===== src/rtl/angle_regs_pkg.sv =====
// Package: register map, field positions, keys, reset values and timing of the angle sensor block
package angle_regs_pkg;
   // Register addresses (byte addresses of 16-bit words)
   localparam logic [7:0]  CMD_ADDR        = 8'h1E;
   localparam logic [7:0]  ANGLE_ADDR      = 8'h20;
   localparam logic [7:0]  COND_ADDR       = 8'h22;
   localparam logic [7:0]  FAULT_ADDR      = 8'h24;
   // Command word fields
   localparam int          CPU_CMD_HI      = 15;
   localparam int          CPU_CMD_LO      = 14;
   localparam int          FULL_RESET_BIT  = 13;
   localparam int          RESTART_BIT     = 12;
   localparam int          CLR_FLAGS_BIT   = 10;
   localparam int          CLR_EXT_BIT     = 9;
   localparam int          CLR_FAULT_BIT   = 8;
   localparam logic [7:0]  KEY_STATE_CLR   = 8'h46;
   localparam logic [7:0]  KEY_RESET       = 8'hB9;
   localparam logic [1:0]  CPU_GO_IDLE     = 2'h2;
   localparam logic [1:0]  CPU_GO_RUN      = 2'h3;
   // Angle register fields
   localparam int          TAG_BIT         = 15;
   localparam int          ERR_SUM_BIT     = 14;
   localparam int          FRESH_BIT       = 13;
   localparam int          PARITY_BIT      = 12;
   // Condition register fields and reset
   localparam logic [3:0]  COND_TAG        = 4'h8;
   localparam logic [3:0]  FAULT_TAG       = 4'hA;
   localparam logic [3:0]  PROG_BOOTED     = 4'h1;
   localparam logic [3:0]  PROG_BOOTING    = 4'h0;
   localparam logic [3:0]  PHASE_IDLE      = 4'h0;
   localparam logic [3:0]  PHASE_RUN       = 4'h1;
   localparam logic [15:0] COND_RESET      = 16'h8B11;
   localparam logic [15:0] CMD_RESET       = 16'h0000;
   // Timing at 250 MHz
   localparam int          CLK_MHZ         = 250;
   localparam int          IDLE_WAIT_US    = 128;
   localparam int          IDLE_WAIT_CYC   = IDLE_WAIT_US * CLK_MHZ;
   localparam int          BOOT_CYC        = 16;
   localparam int          IDLE_ENTRY_CYC  = 64;
   // Host port register offsets
   localparam logic [3:0]  HP_CMD          = 4'h0;
   localparam logic [3:0]  HP_STATUS       = 4'h1;
   localparam logic [3:0]  HP_ANGLE        = 4'h2;
   localparam logic [3:0]  HP_COND         = 4'h3;
   localparam logic [3:0]  HP_RDADDR       = 4'h4;
   localparam logic [3:0]  HP_RDDATA       = 4'h5;
   // Parity helper: value that makes a 16-bit word's ones count odd
   function automatic logic odd_fill(input logic [15:0] w);
      return ~(^w);
   endfunction
endpackage


===== src/rtl/sensor_link_if.sv =====
// Interface: register-level link between the serial master and the sensor register bank
`timescale 1ns/100ps
interface sensor_link_if;
   logic        wr_stb;
   logic        rd_stb;
   logic [7:0]  addr;
   logic [15:0] wdata;
   logic [15:0] rdata;
   logic        rvalid;
   modport sensor (input wr_stb, input rd_stb, input addr, input wdata,
                   output rdata, output rvalid);
   modport master (output wr_stb, output rd_stb, output addr, output wdata,
                   input rdata, input rvalid);
endinterface


===== src/rtl/cmd_decode.sv =====
// Command word decoder: key check and strobe generation
`timescale 1ns/100ps
module cmd_decode (
   input  wire logic [15:0] word_i,
   input  wire logic        wr_i,
   output logic             go_idle_o,
   output logic             go_run_o,
   output logic             full_reset_o,
   output logic             restart_o,
   output logic             clr_flags_o,
   output logic             clr_ext_o,
   output logic             clr_fault_o
);
   logic key46;
   logic keyb9;
   logic [1:0] st;
   // Each command fires only with its own key in the same word
   always_comb begin
      key46        = wr_i && (word_i[7:0] == angle_regs_pkg::KEY_STATE_CLR);
      keyb9        = wr_i && (word_i[7:0] == angle_regs_pkg::KEY_RESET);
      st           = word_i[angle_regs_pkg::CPU_CMD_HI:angle_regs_pkg::CPU_CMD_LO];
      go_idle_o    = key46 && (st == angle_regs_pkg::CPU_GO_IDLE);
      go_run_o     = key46 && (st == angle_regs_pkg::CPU_GO_RUN);
      full_reset_o = keyb9 && word_i[angle_regs_pkg::FULL_RESET_BIT];
      restart_o    = keyb9 && word_i[angle_regs_pkg::RESTART_BIT];
      clr_flags_o  = key46 && word_i[angle_regs_pkg::CLR_FLAGS_BIT];
      clr_ext_o    = key46 && word_i[angle_regs_pkg::CLR_EXT_BIT];
      clr_fault_o  = key46 && word_i[angle_regs_pkg::CLR_FAULT_BIT];
   end
endmodule


===== src/rtl/angle_sensor_regs.sv =====
// Sensor end: command, angle, condition and fault registers of the angle sensor
`timescale 1ns/100ps
module angle_sensor_regs #(
   parameter int IDLE_CYC = angle_regs_pkg::IDLE_ENTRY_CYC
) (
   input  wire logic        sys_clk_i,
   input  wire logic        rst_i,
   sensor_link_if.sensor    link,
   input  wire logic        sample_stb_i,
   input  wire logic [11:0] sample_i,
   input  wire logic [11:0] fault_in_i,
   input  wire logic [11:0] fault_mask_i,
   input  wire logic        ext_fault_i,
   input  wire logic        loop_disable_opt_i,
   output logic             running_o,
   output logic             full_reset_o,
   output logic [7:0]       iface_pointer_o
);
   typedef enum logic [2:0] {
      CPU_BOOT = 3'b001,
      CPU_IDLE = 3'b010,
      CPU_RUN  = 3'b100
   } cpu_state_t;

   typedef struct packed {
      cpu_state_t  cpu;
      logic [15:0] cnt;
      logic        going_idle;
      logic [11:0] angle;
      logic        fresh;
      logic        por_flag;
      logic        soft_restart_flag;
      logic [11:0] faults;
      logic [11:0] faults_seen;
      logic        ext_fault;
      logic        ext_seen;
      logic [15:0] rdata;
      logic        rvalid;
      logic        full_reset;
      logic [7:0]  ptr;
   } state_t;

   state_t s_r;
   state_t s_nxt;
   logic go_idle, go_run, do_full, do_restart, clr_flags, clr_ext, clr_fault;
   logic        err_sum;
   logic [15:0] angle_word;
   logic [15:0] cond_word;
   logic [15:0] fault_word;

   // Command bits never store: readback is key zero and strobes zero
   localparam logic [15:0] CMD_READBACK = angle_regs_pkg::CMD_RESET;

   // Keyed command strobes; only a fresh write can produce one
   cmd_decode u_dec (
      .word_i       (link.wdata),
      .wr_i         (link.wr_stb && link.addr == angle_regs_pkg::CMD_ADDR),
      .go_idle_o    (go_idle),
      .go_run_o     (go_run),
      .full_reset_o (do_full),
      .restart_o    (do_restart),
      .clr_flags_o  (clr_flags),
      .clr_ext_o    (clr_ext),
      .clr_fault_o  (clr_fault)
   );

   // Read-side views of the registers
   always_comb begin
      err_sum    = |(s_r.faults & ~fault_mask_i) || s_r.ext_fault;
      angle_word = {1'b0, err_sum, s_r.fresh, 1'b0, s_r.angle};
      angle_word[angle_regs_pkg::PARITY_BIT] = angle_regs_pkg::odd_fill(angle_word);
      cond_word  = {angle_regs_pkg::COND_TAG, s_r.por_flag, s_r.soft_restart_flag,
                    s_r.fresh, err_sum,
                    (s_r.cpu == CPU_BOOT) ? angle_regs_pkg::PROG_BOOTING
                                          : angle_regs_pkg::PROG_BOOTED,
                    (s_r.cpu == CPU_RUN) ? angle_regs_pkg::PHASE_RUN
                                         : angle_regs_pkg::PHASE_IDLE};
      fault_word = {angle_regs_pkg::FAULT_TAG, s_r.ext_fault, 3'h0,
                    (s_r.cpu != CPU_RUN), s_r.faults[6:0]};
   end

   // Next-state logic for the whole bank
   always_comb begin
      s_nxt            = s_r;
      s_nxt.rvalid     = link.rd_stb;
      s_nxt.full_reset = 1'b0;
      s_nxt.rdata      = 16'h0000;
      // Sticky faults; new events win over a clear
      if (clr_fault) begin
         s_nxt.faults = s_r.faults & ~s_r.faults_seen;
      end
      s_nxt.faults = s_nxt.faults | fault_in_i;
      if (clr_ext) begin
         s_nxt.ext_fault = s_r.ext_fault & ~s_r.ext_seen;
      end
      s_nxt.ext_fault = s_nxt.ext_fault | ext_fault_i;
      if (clr_flags) begin
         s_nxt.por_flag          = 1'b0;
         s_nxt.soft_restart_flag = 1'b0;
      end
      // Processor mode sequencing
      case (s_r.cpu)
         CPU_BOOT: begin
            s_nxt.cnt = s_r.cnt + 16'h0001;
            if (s_r.cnt == 16'(angle_regs_pkg::BOOT_CYC - 1)) begin
               s_nxt.cpu = CPU_RUN;
               s_nxt.cnt = 16'h0000;
            end
         end
         CPU_RUN: begin
            // Angles load only in Run; an idle command stops them from the next cycle on, ahead of the delayed move to Idle
            if (sample_stb_i && !s_r.going_idle) begin
               s_nxt.angle = sample_i;
               s_nxt.fresh = 1'b1;
            end
            if (go_idle) begin
               s_nxt.going_idle = 1'b1;
            end
            if (s_r.going_idle) begin
               s_nxt.cnt = s_r.cnt + 16'h0001;
               if (s_r.cnt == 16'(IDLE_CYC - 1)) begin
                  s_nxt.cpu        = CPU_IDLE;
                  s_nxt.going_idle = 1'b0;
                  s_nxt.cnt        = 16'h0000;
               end
            end
         end
         CPU_IDLE: begin
            if (go_run) begin
               s_nxt.cpu = CPU_RUN;
            end
         end
         default: s_nxt.cpu = CPU_BOOT;
      endcase
      // Register reads; a read of the angle consumes the fresh flag
      if (link.rd_stb) begin
         case (link.addr)
            angle_regs_pkg::ANGLE_ADDR: begin
               s_nxt.rdata = angle_word;
               if (!(sample_stb_i && s_r.cpu == CPU_RUN && !s_r.going_idle)) begin
                  s_nxt.fresh = 1'b0;
               end
               s_nxt.ptr = loop_disable_opt_i ? 8'(angle_regs_pkg::COND_ADDR)
                                              : angle_regs_pkg::ANGLE_ADDR;
            end
            angle_regs_pkg::COND_ADDR: begin
               s_nxt.rdata = cond_word;
               s_nxt.ptr   = 8'(angle_regs_pkg::FAULT_ADDR);
            end
            angle_regs_pkg::FAULT_ADDR: begin
               s_nxt.rdata       = fault_word;
               s_nxt.faults_seen = s_r.faults;
               s_nxt.ext_seen    = s_r.ext_fault;
            end
            angle_regs_pkg::CMD_ADDR: begin
               s_nxt.rdata = CMD_READBACK;
            end
            default: s_nxt.rdata = 16'h0000;
         endcase
      end
      // Restart keeps sticky faults; full reset also clears them
      if (do_restart || do_full) begin
         s_nxt.cpu               = CPU_BOOT;
         s_nxt.cnt               = 16'h0000;
         s_nxt.going_idle        = 1'b0;
         s_nxt.soft_restart_flag = 1'b1;
      end
      if (do_full) begin
         s_nxt.faults     = 12'h000;
         s_nxt.ext_fault  = 1'b0;
         s_nxt.full_reset = 1'b1;
      end
   end

   // Single state register; reset matches documented defaults
   always_ff @(posedge sys_clk_i or posedge rst_i) begin
      if (rst_i) begin
         s_r                   <= '0;
         s_r.cpu               <= CPU_BOOT;
         s_r.fresh             <= 1'b1;
         s_r.faults            <= 12'h000;
         s_r.ext_fault         <= 1'b1;
         s_r.por_flag          <= 1'b1;
         s_r.soft_restart_flag <= 1'b0;
         s_r.ptr               <= angle_regs_pkg::ANGLE_ADDR;
      end else begin
         s_r <= s_nxt;
      end
   end

   assign link.rdata      = s_r.rdata;
   assign link.rvalid     = s_r.rvalid;
   assign running_o       = s_r.cpu[2]; // One-hot Run bit, no decode after the register
   assign full_reset_o    = s_r.full_reset;
   assign iface_pointer_o = s_r.ptr;
endmodule


===== src/flat_wrapper.sv =====
// flat-port wrapper written by rule: the top's interface ports become plain ports
module angle_sensor_regs_flat 
#(
   parameter int IDLE_CYC = angle_regs_pkg::IDLE_ENTRY_CYC
)
  (sys_clk_i, rst_i, sample_stb_i, sample_i, fault_in_i, fault_mask_i, ext_fault_i, loop_disable_opt_i, running_o, full_reset_o, iface_pointer_o, link_wr_stb, link_rd_stb, link_addr, link_wdata, link_rdata, link_rvalid);
  sensor_link_if link_i ();
  input  wire logic sys_clk_i;
  input  wire logic rst_i;
  input  wire logic sample_stb_i;
  input  wire logic [11:0] sample_i;
  input  wire logic [11:0] fault_in_i;
  input  wire logic [11:0] fault_mask_i;
  input  wire logic ext_fault_i;
  input  wire logic loop_disable_opt_i;
  output logic running_o;
  output logic full_reset_o;
  output logic [7:0] iface_pointer_o;
  input wire logic [$bits(link_i.wr_stb)-1:0] link_wr_stb;
  input wire logic [$bits(link_i.rd_stb)-1:0] link_rd_stb;
  input wire logic [$bits(link_i.addr)-1:0] link_addr;
  input wire logic [$bits(link_i.wdata)-1:0] link_wdata;
  output wire logic [$bits(link_i.rdata)-1:0] link_rdata;
  output wire logic [$bits(link_i.rvalid)-1:0] link_rvalid;
  assign link_i.wr_stb = link_wr_stb;
  assign link_i.rd_stb = link_rd_stb;
  assign link_i.addr = link_addr;
  assign link_i.wdata = link_wdata;
  assign link_rdata = link_i.rdata;
  assign link_rvalid = link_i.rvalid;
  angle_sensor_regs #(.IDLE_CYC(IDLE_CYC)) u_core (.sys_clk_i(sys_clk_i), .rst_i(rst_i), .link(link_i), .sample_stb_i(sample_stb_i), .sample_i(sample_i), .fault_in_i(fault_in_i), .fault_mask_i(fault_mask_i), .ext_fault_i(ext_fault_i), .loop_disable_opt_i(loop_disable_opt_i), .running_o(running_o), .full_reset_o(full_reset_o), .iface_pointer_o(iface_pointer_o));
endmodule

===== config.mk =====
export PLATFORM = sky130hd
export DESIGN_NAME = angle_sensor_regs_flat
export DESIGN_NICKNAME = d
export VERILOG_FILES = /design/src/rtl/angle_regs_pkg.sv /design/src/rtl/sensor_link_if.sv /design/src/rtl/cmd_decode.sv /design/src/rtl/angle_sensor_regs.sv /design/src/flat_wrapper.sv
export SDC_FILE = /design/constraint.sdc
export NUM_CORES = 1
export LEC_CHECK = 0
export ABC_AREA = 1
export BUFFER_PORTS_ARGS = -buffer_cell sky130_fd_sc_hd__buf_2
export CAP_MARGIN = 15
export CORE_UTILIZATION = 55
export CTS_CLUSTER_SIZE = 28
export DETAILED_ROUTE_END_ITERATION = 7
export PLACE_DENSITY = 0.9
export SYNTH_ARGS = -nofsm -noshare
export SYNTH_HDL_FRONTEND = slang
export SYNTH_HIERARCHICAL = 1
export SYNTH_SLANG_ARGS = --single-unit

===== constraint.sdc =====
create_clock -name sys_clk_i -period 3.41 [get_ports sys_clk_i]
set_input_delay 0.682 -clock sys_clk_i [delete_from_list [all_inputs] [get_ports sys_clk_i]]
set_output_delay 0.682 -clock sys_clk_i [all_outputs]
set_load 0.01 [all_outputs]

# Yosys cells after proc, flatten, opt, wreduce, memory -nomap -nowiden
# Index checks and enable logic that the tools add are counted.
dict set report classes {
  addsub 1
  eq_ne 18
  muxes 26
  bitwise 9
  n_reduce_logical 27
}
# cell count
set op_table {}
lappend op_table {{$mux 20} 3}
lappend op_table {{$pmux 16 s3} 1}
lappend op_table {{$pmux 16 s2} 1}
lappend op_table {{$and 12x12->12} 2}
lappend op_table {{$eq 8x6->1 const B} 3}
lappend op_table {{$mux 12} 2}
lappend op_table {{$not 12->12} 2}
lappend op_table {{$mux 19} 1}
lappend op_table {{$add 16x1->16 const B} 1}
lappend op_table {{$eq 16x4->1 const B} 1}
lappend op_table {{$eq 16x6->1 const B} 1}
lappend op_table {{$mux 16} 1}
lappend op_table {{$pmux 8 s2} 1}
lappend op_table {{$reduce_xor 16->1} 1}
lappend op_table {{$mux 14} 1}
lappend op_table {{$logic_and 1x1->1} 13}
lappend op_table {{$mux 13} 1}
lappend op_table {{$or 12x12->12} 1}
lappend op_table {{$reduce_or 12->1} 1}
lappend op_table {{$mux 1} 11}
lappend op_table {{$ne 3x3->1 const B} 3}
lappend op_table {{$pmux 3 s3} 1}
lappend op_table {{$eq 8x5->1 const B} 1}
lappend op_table {{$eq 8x7->1 const B} 1}
lappend op_table {{other kinds (18)} 26}
dict set report totals {
  reg_bits 87
  wordCells 96
}

# Logic depth before layout (Yosys ltp)
# Gate-level depths: netlist of run 1.
dict set report logic_depth {
  word_depth 11
  depth_mapped 14
  depth_no_buf 14
}

# Hierarchy
# Netlist of run 1, hierarchy kept.
# module instances cells_each area_each_um2
set modules_own_cells {}
lappend modules_own_cells {angle_sensor_regs 1 549 4367.9}
lappend modules_own_cells {cmd_decode 1 31 140.1}

# Least setup slack after synthesis of run 1
# No wires, ideal clock.
dict set report synth_path {
  path_kind {input-to-reg}
  from {input link_addr[7]}
  to {register u_core/s_r[75] in the netlist's numbering}
  t_arrival_ns 2.117
  path_slack_ns 1.174
  stages 13
  path_buffers 1
  path_cell_list {nor2_1 nand2_1 nor3_1 inv_1 nor2_1 nand3_1 nor2_1 nor2_1 nand2_4 buf_6 nand2_1 o21ai_1 nor2_1}
}
dict set report synth_via {
  elab_chain_len 7
}
# element line_no
set synth_rtl {}
lappend synth_rtl {{from (decl)} flat_wrapper.sv:21} ;# input wire logic [$bits(link_i.addr)-1:0] link_addr;
lappend synth_rtl {{$eq 8x5->1 *} angle_sensor_regs.sv:57} ;# .wr_i (link.wr_stb && link.addr == angle_regs_pkg::CMD_ADDR),
lappend synth_rtl {{$logic_and 1x1->1 *} angle_sensor_regs.sv:57}
lappend synth_rtl {{$logic_and 1x1->1 *} cmd_decode.sv:20} ;# keyb9 = wr_i && (word_i[7:0] == angle_regs_pkg::KEY_RESET);
lappend synth_rtl {{$logic_and 1x1->1 *} cmd_decode.sv:24} ;# full_reset_o = keyb9 && word_i[angle_regs_pkg::FULL_RESET_BIT];
lappend synth_rtl {{via u_core.do_full} angle_sensor_regs.sv:45} ;# logic go_idle, go_run, do_full, do_restart, clr_flags, clr_ext, clr_fault;
lappend synth_rtl {{$logic_or 1x1->1 *} angle_sensor_regs.sv:162} ;# if (do_restart || do_full) begin
lappend synth_rtl {{$ne 3x2->1 (no line) / $reduce_bool 3->1 (equally long branches)} --}
lappend synth_rtl {{$reduce_and 2->1 (no line)} --}
lappend synth_rtl {{to (signal assigned)} angle_sensor_regs.sv:187} ;# s_r <= s_nxt;
lappend synth_rtl {{to (decl)} angle_sensor_regs.sv:43} ;# state_t s_r;
# The timed path passes the listed nets; every way through them passes the cells marked *.
# A chain may end at the register's enable or synchronous reset.

# Worst setup path after layout of run 1
dict set report layout_path {
  from {input link_addr[7]}
  to {register u_core/s_r[68] in the netlist's numbering}
}
# The elaborated chain is that of the path after synthesis.

==> out/summary.md, run 1 <==
The mean instance size in the synthesized netlist came out at 7.77 um2. For this block, the via count after detailed routing is 3871. TritonCTS built the clock tree. The number of DRC markers after the initial detailed-route iteration came out at 203. Across all hold checks on the routed design, the worst slack comes to 413 ps. The H-tree generated during clock tree synthesis spans 3 levels. Setup violations remaining at the end of the flow were counted as 0. The run gives 611 ps as the worst slack at placement. The run gives 0 as the final-report hold violation count.

The cell sitting at the root of the clock tree is a clkbuf_8. In this run the cell area of the synthesized design comes to 0.00451 mm2. The number of primary I/O pins came out at 94.

STA classifies the critical path endpoint as a flop. Compared with the post-synthesis result, the final layout area differs by 11.9%. The post-CTS resize count came out at 0. In this run the worst path has a maximum fanout of 17. For the worst-case clock buffer depth, the log shows 2. Summing all non-filler instances in the final layout gives an area of 0.00504 mm2. At the pin with the least slew margin, the transition time is 893 ps. In this run the post-CTS setup repair buffer count came out at 0. Derived from the worst setup path, the maximum achievable clock frequency is 404 MHz.

The total congestion overflow came out at 0. The logs give 41 for the number of distinct library cell variants in the gate-level netlist after synthesis and 0.00187 mm2 for the footprint of the multi-input gates. Setup repair after global routing left no endpoint under its margin. The effective utilization at floorplan was 0.577; the diode insertion count for antenna repair was 0. The global-route total usage across every layer came out at 0.261. The area enclosed by the die boundary was 0.00856 mm2. Clock-pin slew was measured on the worst setup and hold paths at 80 ps. The number of slew-limit violations in the final report was 0; the peak ir drop on the vdd network was 0.276 mV. The run finished with clean final reports. The number of synthesized register bits was 81; the count of hold buffers inserted by post-cts repair was 0.

The critical path is of the primary input to flop type. The final layout contains routed wiring with a total length of 10200 um. The count of buffers added on input and output ports is 86. In this run the power density over the cells is 498 mW/mm2. The width of the die came out at 92.5 um. Total clock sinks: 81.

After layout, the design draws a total of 2.51 mW. The initial antenna violation count was 0; the estimated wirelength of the detail-placed design was 7690 um. The final-stage net count was 718; the number of global-route vias before repair was 3910. The routed design could run at a clock period as short as 2480 ps. The clock reaches the later pin of the worst-skew pair after 350 ps. For the final routed database, the setup TNS stands at 0 ps. Dividing the detail-routed via count by the number of cells gives 5.11. The share of post-route cells with drive strength above 1 was 0.226. On the final layout, the worst clock skew is 9.98 ps. After filler insertion, the fill cell instance count of the layout stands at 656.

For the count of yosys warnings during synthesis, the log shows 6. The area of all sequential standard cells is 0.00203 mm2. Share of the yosys chip area belonging to registers: 0.451.

The run gives 0 as the number of maximum-capacitance violations. Global-route wire length before repair: 17500 um. After detailed routing, the number of remaining DRC violations is 0. The logs give 580 for the gate count after technology mapping and 52 for the pin count of the biggest net entering global routing. Routability-driven placement finished with a final weighted congestion of 0.928. The analysis attributes to cell leakage a power of 2.84 nW.

For the worst setup path, the data required time is 3680 ps. The routed length per placed instance is 13.4 um. The worst hold path belongs to the class primary input to asynchronous set/reset pin. The count of nets left with antenna violations once routing finished came out at 0. The utilization after layout was 0.646.

The number of cells on the worst reg-to-reg path came out at 10. The tools report the post-place instance area as 0.00486 mm2. In this run the standard cell core region covers 0.00781 mm2.

For the worst setup path, the data arrival time is 2750 ps. For this run, the detailed router's first-pass iteration total came to 4. Category of the worst setup path launch point: a primary input. The number of placed cells counting well taps is 741, and the share of the clock period used by the worst path is 0.726. Worst slew slack as a fraction of its limit: 0.402.

In this run the core area contains 32 standard-cell rows. From bottom edge to top edge, the die measures 92.5 um. Leaving out filler cells and counting taps, the final layout contains 757. Buffers inserted during clock tree synthesis total 9.

In the post-route analysis, the smallest setup slack over all paths is 933 ps.
kinds of logic after synthesis:
group	after synthesis	share of synthesized area
AND/OR/NAND/NOR	269	0.267
buffers and inverters	133	0.138
flip-flops	81	0.451
AO/OA/AOI/OAI	71	0.0852
XOR/XNOR	13	0.0253
multiplexers	10	0.0291
other	2	0.00167
adder cells (fa/ha/maj)	1	0.00278
report_power, final:
| group | switching [mW] | total (mW) | internal, mW | leakage, nW |
|---|---|---|---|---|
| Clock | 0.355 | 0.639 | 0.284 | 0.0805 |
| Combinational | 0.399 | 0.673 | 0.274 | 1.79 |
| Sequential | 0.123 | 1.20 | 1.07 | 0.968 |
path summary, 6_finish.rpt:
check                                         to  slack, ps            startpoint
hold reg to reg             u_core/cond_word[11]        490  u_core/cond_word[11]
min in group sys_clk_i      u_core/cond_word[11]        490  u_core/cond_word[11]
hold / removal             u_core/angle_word[10]        410                 rst_i
setup / recovery                  u_core/s_r[68]        930          link_addr[7]
max in group asynchronous   u_core/cond_word[11]       2250                 rst_i
setup reg to reg                  u_core/s_r[68]       1640        u_core/s_r[84]
Yosys cell counts, drive strengths merged:
cell	instances	area share
a21boi	1	0.0025
a21oi	25	0.028
a22o	2	0.0039
and2	1	0.0014
buf	31	0.053
clkbuf	2	0.0017
conb	2	0.0017
dfrtp	77	0.43
dfstp	4	0.023
ha	1	0.0028
inv	100	0.083
mux2	10	0.029
nand2	155	0.13
nand3	28	0.039
nand3b	1	0.0017
nand4	11	0.017
nor2	54	0.048
nor3	15	0.021
o211ai	3	0.0050
o21ai	38	0.042
o221ai	1	0.0019
o32ai	1	0.0019
or2	3	0.0047
or3	1	0.0014
xnor2	5	0.0097
xor2	8	0.016
critical path, cell delays in order:
cell	delay, ps
buf_2	90
nor2_1	150
nand2_1	70
nor3_1	350
inv_1	80
nor2_1	140
nand3_1	130
nor2_1	130
nor2_1	210
nand2_4	260
inv_2	130
nor2_1	100
o21ai_0	80
o21ai_0	140
registers in the layout, summed over array words and instances (netlist names):
name	flops
u_core/cond_word	2
u_core/running_o	1
u_core/full_reset_o	1
u_core/iface_pointer_o	2
u_core/link.rvalid	1
u_core/angle_word	13
u_core/s_r	37
u_core/link.rdata	16
u_core/fault_word	8
final cells by class:
type | count | share of cell area
Clock inverter | 6 | 0.00868
Inverter | 100 | 0.0744
Multi-Input combinational cell | 370 | 0.371
Clock buffer | 10 | 0.0273
Sequential cell | 81 | 0.403
Timing Repair Buffer | 88 | 0.0908
Tap cell | 102 | 0.0253
cells in the final DEF, fill, tap and decap left out, types with 10 or more instances in the layout:
master / synthesis / layout
nand2_1: 149 / 149
inv_1: 93 / 92
buf_2: 2 / 86
dfrtp_1: 77 / 77
nor2_1: 49 / 49
o21ai_0: 35 / 35
a21oi_1: 25 / 25
nand3_1: 24 / 24
nor3_1: 12 / 12
clkbuf_8: 0 / 10
nand4_1: 10 / 10
metal layers:
layer / share of wire / up-vias / wire length, um / global-route usage
met1: 0.42 / 1804 / 4270 / 0.309
li1: - / 1916 / - / -
met5: 0 / - / 0 / 0
met4: 0.027 / 0 / 273 / 0.121
met2: 0.51 / 123 / 5140 / 0.457
met3: 0.047 / 28 / 474 / 0.0493
Note: power is estimated with default switching activity, not from simulation.
==> inputs of run 2 (changes only) <==
--- a/config.mk
+++ b/config.mk
@@ -8,10 +8,10 @@
 export ABC_AREA = 1
 export BUFFER_PORTS_ARGS = -buffer_cell sky130_fd_sc_hd__buf_2
 export CAP_MARGIN = 15
-export CORE_UTILIZATION = 55
+export CORE_UTILIZATION = 50
 export CTS_CLUSTER_SIZE = 28
 export DETAILED_ROUTE_END_ITERATION = 7
-export PLACE_DENSITY = 0.9
+export PLACE_DENSITY = 0.87
 export SYNTH_ARGS = -nofsm -noshare
 export SYNTH_HDL_FRONTEND = slang
 export SYNTH_HIERARCHICAL = 1
==> constraint.sdc (replaced) <==
create_clock -name sys_clk_i -period 2.1 [get_ports sys_clk_i]
set_input_delay 0.42 -clock sys_clk_i [delete_from_list [all_inputs] [get_ports sys_clk_i]]
set_output_delay 0.42 -clock sys_clk_i [all_outputs]
set_load 0.01 [all_outputs]
==> out/summary.md, run 2 (synthesis gave the netlist of run 1 again) <==
The vertical die dimension works out to 97.0 um (was 92.5 um). The logs give 350 ps (was 1640 ps) for the flop-to-flop setup slack and 0 (unchanged) for the number of maximum-capacitance violations. The category of the critical setup timing path was primary input to flop (unchanged). The category of cells accounting for the largest share of critical-path delay is simple AND/OR/NAND/NOR gates (unchanged). The total clock sinks was 81 (unchanged). Diode insertion count for antenna repair: 0 (unchanged). Total wire length after detailed routing: 10400 um (was 10200 um). For this run, the top clock speed supported by timing is 522 MHz. The share of the clock period used by the worst path is 0.913, and the setup skew after layout is 8.22 ps (was 9.98 ps). The clock period could shrink to 1920 ps.

The tools report the clock latency on the worst-skew pair as 350 ps (about the same). The largest fanout on the critical path was 8 (was 17). For the total congestion overflow, the log shows 0 (unchanged). The number of global-route vias before repair came out at 4106 (was 3910). The number of primary I/O pins was 94 (unchanged). The buffers plus inverters on the worst setup path works out to 5 (was 3).

The effective utilization at floorplan is 0.517 (was 0.577). The run gives 0 (unchanged) as the initial antenna violation count. The tools report the category of the worst setup path launch point as a primary input (unchanged). Utilization after layout: 0.595 (was 0.646).

The routed length per placed instance was 13.4 um (about the same). Cell repeated most along the worst path: nor2_1 (unchanged). The flip-flop count of the largest register after layout is 37 (unchanged). The number of slew-limit violations in the final report was 0 (unchanged); the number of DRC markers after the initial detailed-route iteration was 228 (was 203). Worst path cell trace: buf_2 > nor2_1 > nand2_1 > nor3_2 > buf_4 > inv_1 > nor2_1 > nand3_1 > nor2_1 > nor2_1 > nand2_1 > inv_1 > nand3_1 > nand2_1 > inv_2 > nor2_1 (was buf_2 > nor2_1 > nand2_1 > nor3_1 > inv_1 > nor2_1 > nand3_1 > nor2_1 > nor2_1 > nand2_4 > inv_2 > nor2_1 > o21ai_0 > o21ai_0). The slowest cell on the critical path is nor3_2 (was nor3_1). The launch point of the worst path is link_addr[7] (unchanged). The library cell used as clock root buffer was clkbuf_8 (unchanged). The worst stage delay on the critical path was 200 ps (was 350 ps).

TritonCTS built the clock tree. The run finished with clean final reports. The number of input and output port buffers inserted works out to 86 (unchanged). The most flop-heavy register was u_core/s_r (unchanged). The detailed-route DRC error count was 0 (unchanged). The estimated wirelength of the detail-placed design was 7900 um (was 7690 um). For the worst-case clock buffer depth, the log shows 2 (unchanged). The final-report hold violation count was 0 (unchanged). For the final-stage net count, the log shows 732 (was 718). The share of post-route cells with drive strength above 1 came out at 0.242 (was 0.226).

The tools report the count of nets left with antenna violations after detail routing as 0 (unchanged). The most frequent standard cell in the layout excluding fill and tap cells was nand2_1 (unchanged). The detailed-route vias per instance was 5.13 (was 5.11). The required time at the worst-slack endpoint was 2350 ps (was 3680 ps). The logs give 169 ps (was 413 ps) for the smallest hold slack and 0.236 (was 0.261) for the global-route total usage across every layer.

The area growth from synthesis to final layout is 15.2% (was 11.9%), and the width of the die is 97.0 um (was 92.5 um). The tools report the global placer's final weighted congestion as 0.897 (was 0.928). The run gives 3 (unchanged) as the depth of the CTS H-tree. The run gives 34 (was 32) as the standard-cell row count. For the pin count of the biggest net entering global routing, the log shows 82 (was 52). The logs give 0.00940 mm2 (was 0.00856 mm2) for the area enclosed by the die boundary and 0.564 mV (was 0.276 mV) for the peak ir drop on the vdd network. Final worst-path setup slack: 184 ps (was 933 ps). The clock slew at the register clock pins of the worst setup and hold paths was 80 ps (about the same); the power density relative to cell area was 821 mW/mm2 (was 498 mW/mm2).

The logs give -216 ps (was 611 ps) for the worst slack at placement and 2160 ps (was 2750 ps) for the arrival time of data at the critical path endpoint. The first-pass detailed-route iteration total was 5 (was 4); the area of the core region was 0.00872 mm2 (was 0.00781 mm2). Setup repair after global routing left no endpoint under its margin. Top library cells by usage in the layout, fill and taps aside: 149 x nand2_1, 92 x inv_1, 86 x buf_2 (unchanged). Worst min-delay path class: primary input to asynchronous set/reset pin (unchanged). The logs give 17900 um (was 17500 um) for the global-route wire length before repair and 9 (unchanged) for the CTS buffer count.

The run gives 3987 (was 3871) as the vias after detailed routing. The run gives 0 (unchanged) as the final setup violation count. Reg-to-reg startpoint: u_core/s_r[84] (unchanged).

Critical path endpoint category: a flop (unchanged). The run gives 2.92 nW (was 2.84 nW) as the total leakage power.
-- run 2: cell types whose count changed in the layout (fill, tap and decap cells not counted) --
| cell | delta |
|---|---|
| inv_2 | -1 |
| nor3_1 | -1 |
| bufinv_16 | +1 |
| buf_4 | +13 |
| clkbuf_1 | +1 |
| buf_12 | +1 |
| nor3_2 | +1 |
| clkinvlp_4 | -1 |
| clkinv_2 | +1 |
| clkinv_4 | -1 |
-- run 2: final timing paths --
kind / endpoint / cells past startpoint
max in group asynchronous: u_core/cond_word[11] / 3
worst max register to register: u_core/s_r[74] / 10
worst min-delay path: u_core/full_reset_o / 3
worst max-delay path: u_core/s_r[82] / 16
worst min register to register: u_core/cond_word[11] / 2
min in group sys_clk_i: u_core/link.rvalid / 1
-- run 2: layer usage --
metal	wire, um	vias to the layer above	GRT usage
met5	0	-	0
met4	234	0	0.0964
met3	635	27	0.0556
met2	5300	152	0.414
met1	4230	1865	0.277
li1	-	1943	-
-- run 2: layout make-up --
class / count / area (um2)
clock buffers: 11 / 141
clock inverters: 5 / 55.1
fillers: 748 / 3530
inverters: 100 / 379
multi-input cells: 370 / 1870
flip-flops and latches: 81 / 2030
well taps: 108 / 135
repair buffers: 102 / 576
-- run 2: worst min-delay path, delay by kind of cell --
family | cells | cell delay [ps]
buffers and inverters | 3 | 520
-- run 2: report_power, final --
group / internal (mW) / switching (mW)
Clock: 0.578 / 0.561
Sequential: 1.74 / 0.198
Combinational: 0.535 / 0.644
Total: 2.86 / 1.40
-- run 2: through the flow --
stage | total power, mW | TNS [ps] | std cells | instance area [um2]
floorplan | 2.76 | 0 | 584 | 4530
global placement | 3.04 | -860 | 759 | 4980
detailed placement | 3.11 | -3370 | 759 | 4980
CTS | 4.25 | 0 | 775 | 5170
global route | 4.53 | 0 | 777 | 5190
finish | 4.26 | 0 | 777 | 5190
-- run 2: repair_timing --
action	CTS	global route
hold endpoints to repair	0	0
gates resized for setup	0	1
endpoints found under the setup margin	0	15
hold buffers	0	0
buffers inserted	0	2
==> inputs of run 3 (changes only) <==
--- a/config.mk
+++ b/config.mk
@@ -8,6 +8,7 @@
 export ABC_AREA = 1
 export BUFFER_PORTS_ARGS = -buffer_cell sky130_fd_sc_hd__buf_2
 export CAP_MARGIN = 15
+export CORE_MARGIN = 10
 export CORE_UTILIZATION = 50
 export CTS_CLUSTER_SIZE = 28
 export DETAILED_ROUTE_END_ITERATION = 7
==> out/summary.md, run 3 (synthesis gave the netlist of run 1 again) <==
The final-report hold violation count was 0 (unchanged). The power density relative to cell area is 810 mW/mm2 (was 821 mW/mm2). Most flop-heavy register: u_core/s_r (unchanged). The pin count of the biggest net entering global routing was 82 (unchanged); the total leakage power was 2.88 nW (was 2.92 nW). The arrival time of data at the critical path endpoint was 2150 ps (was 2160 ps); the width of the die was 115 um (was 97.0 um). The CTS buffer count was 9 (unchanged). The slowest cell on the critical path was nor3_2 (unchanged). The share of the clock period used by the worst path came out at 0.883 (was 0.913).

The required time at the worst-slack endpoint was 2400 ps (was 2350 ps). The logs give 3 (unchanged) for the depth of the CTS H-tree and 0.00187 mm2 (unchanged) for the footprint of the multi-input gates. The routed length per placed instance is 14.5 um (was 13.4 um), and the final setup violation count is 0 (unchanged). The total clock sinks came out at 81 (unchanged).

The diode insertion count for antenna repair is 0 (unchanged). The tools report the total wire length after detailed routing as 11100 um (was 10400 um). Worst min-delay path class: primary input to asynchronous set/reset pin (unchanged). TritonCTS built the clock tree. The maximum clock frequency is 540 MHz (was 522 MHz), and the clock network fraction of total power is 0.261 (was 0.267). The post-place instance area was 0.00493 mm2 (was 0.00498 mm2). The estimated wirelength of the detail-placed design is 8590 um (was 7900 um), and the post-route total power is 4.14 mW (was 4.26 mW). Number of maximum-capacitance violations: 0 (unchanged).

The share of post-route cells with drive strength above 1 was 0.236 (was 0.242). Top library cells by usage in the layout, fill and taps aside: 149 x nand2_1, 92 x inv_1, 86 x buf_2 (unchanged). The library cell used as clock root buffer is clkbuf_8 (unchanged). Most frequent standard cell in the layout excluding fill and tap cells: nand2_1 (unchanged). The switching power total was 1.45 mW (was 1.40 mW). The area growth from synthesis to final layout is 13.5% (was 15.2%). Setup repair after global routing left no endpoint under its margin. The global placer's final weighted congestion is 0.875 (was 0.897), and the worst stage delay on the critical path is 220 ps (was 200 ps).

Critical path endpoint category: a flop (unchanged). For the area of all placed cells without fillers, the log shows 0.00512 mm2 (was 0.00519 mm2). The clock slew at the register clock pins of the worst setup and hold paths was 90 ps (was 80 ps); the effective utilization at floorplan was 0.514 (was 0.517). The run gives 6 (was 5) as the first-pass detailed-route iteration total. For the number of slew-limit violations in the final report, the log shows 0 (unchanged). For the number of DRC markers after the initial detailed-route iteration, the log shows 221 (was 228).

The clock latency on the worst-skew pair came out at 360 ps (was 350 ps). The standard-cell row count is 34 (unchanged), and the worst-case clock buffer depth is 2 (unchanged). Worst path cell trace: buf_2 > nor2_1 > nand2_1 > nor3_2 > inv_1 > nor2_1 > nand3_1 > nor2_1 > nor2_1 > nand2_4 > inv_2 > o21ai_0 > nand2_1 > nor2_1 (was buf_2 > nor2_1 > nand2_1 > nor3_2 > buf_4 > inv_1 > nor2_1 > nand3_1 > nor2_1 > nor2_1 > nand2_1 > inv_1 > nand3_1 > nand2_1 > inv_2 > nor2_1). Vias after detailed routing: 3957 (was 3987).

The area enclosed by the die boundary is 0.0132 mm2 (was 0.00940 mm2), and the largest fanout on the critical path is 14 (was 8). The area of all sequential standard cells was 0.00203 mm2 (unchanged); the initial antenna violation count was 0 (unchanged). Combinational fraction of design power: 0.271 (was 0.277). The switching share of power was 0.351 (was 0.329).

The flow ran to the end, and the final reports show no timing, DRC or antenna violations. The vertical die dimension is 115 um (was 97.0 um), and the number of primary I/O pins is 94 (unchanged). The flip-flop count of the largest register after layout is 37 (unchanged), and the peak ir drop on the vdd network is 0.567 mV (was 0.564 mV). The total congestion overflow was 0 (unchanged); the power share of the sequential group was 0.468 (was 0.456). The tools report the area of the core region as 0.00876 mm2 (was 0.00872 mm2).

The count of nets left with antenna violations after detail routing was 0 (unchanged); the number of input and output port buffers inserted was 86 (unchanged). For the final-stage net count, the log shows 725 (was 732). The tools report the global-route total usage across every layer as 0.164 (was 0.236). The post-CTS repair timing setup buffer count is 0 (unchanged), and the internal power contribution is 2.69 mW (was 2.86 mW). The final worst-path setup slack was 246 ps (was 184 ps); the detailed-route DRC error count was 0 (unchanged). The post-layout minimum cycle time is 1850 ps (was 1920 ps). For the count of hold buffers inserted by post-cts repair, the log shows 0 (unchanged).

Worst slack at placement: -213 ps (was -216 ps). The category of the critical setup timing path is primary input to flop (unchanged). Cell repeated most along the worst path: nor2_1 (unchanged).

For the setup skew after layout, the log shows 11.7 ps (was 8.22 ps). The tools report the category of the worst setup path launch point as a primary input (unchanged). The global-route wire length before repair came out at 17900 um (about the same). The number of global-route vias before repair was 3928 (was 4106); the detailed-route vias per instance was 5.14 (was 5.13). The tools report the number of filler instances in the final layout as 747 (was 748).
-- run 3: cell types whose count changed in the layout (fill, tap and decap cells not counted), sizes merged --
cell | previous run | this run
buf | 102 | 95
bufinv | 1 | 0
clkbuf | 11 | 10
clkinv | 2 | 0
clkinvlp | 3 | 4
inv | 99 | 102
-- run 3: final cells by class --
| class | instances | share of cell area |
|---|---|---|
| clock buffer | 10 | 0.0269 |
| timing repair buffer | 95 | 0.0998 |
| multi-input combinational | 370 | 0.366 |
| inverter | 100 | 0.0741 |
| sequential | 81 | 0.397 |
| clock inverter | 6 | 0.00954 |
| tap | 108 | 0.0264 |
-- run 3: final timing paths --
kind	start	to	slack [ps]	cells past startpoint
min in group sys_clk_i	link_rd_stb	u_core/link.rvalid	260	1
hold / removal	rst_i	u_core/running_o	170	3
hold reg to reg	u_core/cond_word[11]	u_core/cond_word[11]	460	2
setup reg to reg	u_core/s_r[84]	u_core/s_r[71]	330	10
setup / recovery	link_addr[7]	u_core/s_r[71]	250	14
max in group asynchronous	rst_i	u_core/angle_word[13]	1580	3
-- run 3: power groups by stage --
| stage | registers (mW) | clock network, mW | logic, mW |
|---|---|---|---|
| after CTS | 1.94 | 1.11 | 1.12 |
| after global placement | 1.96 | 0 | 1.03 |
| final | 1.94 | 1.08 | 1.12 |
| after detailed placement | 1.97 | 0 | 1.11 |
| after global routing | 1.97 | 1.17 | 1.26 |
| after floorplan | 1.91 | 0 | 0.854 |
-- run 3: layer usage --
layer / GRT usage / vias up / part of all wire
li1: - / 1929 / -
met1: 0.193 / 1851 / 0.41
met2: 0.285 / 159 / 0.50
met3: 0.0505 / 18 / 0.080
met4: 0.0429 / 0 / 0.011
met5: 0 / - / 0
-- run 3: worst max-delay path, delay by kind of cell --
family,cells,cell delay (ps)
AND/OR/NAND/NOR,10,1290
AO/OA/AOI/OAI,1,190
buffers and inverters,3,250
-- run 3: repair_timing --
item                       in CTS  in global routing
hold endpoints to repair        0                  0
setup endpoints to repair       0                  4
resized for setup               0                  1
-- run 3: stage by stage --
stage	std cells	hold WS [ps]	util	setup TNS, ps
floorplan	584	432	-	0
global route	770	190	0.584	0
detailed placement	754	449	0.562	-3660
finish	770	169	0.584	0
CTS	770	171	0.583	0
global placement	754	445	0.562	-1200
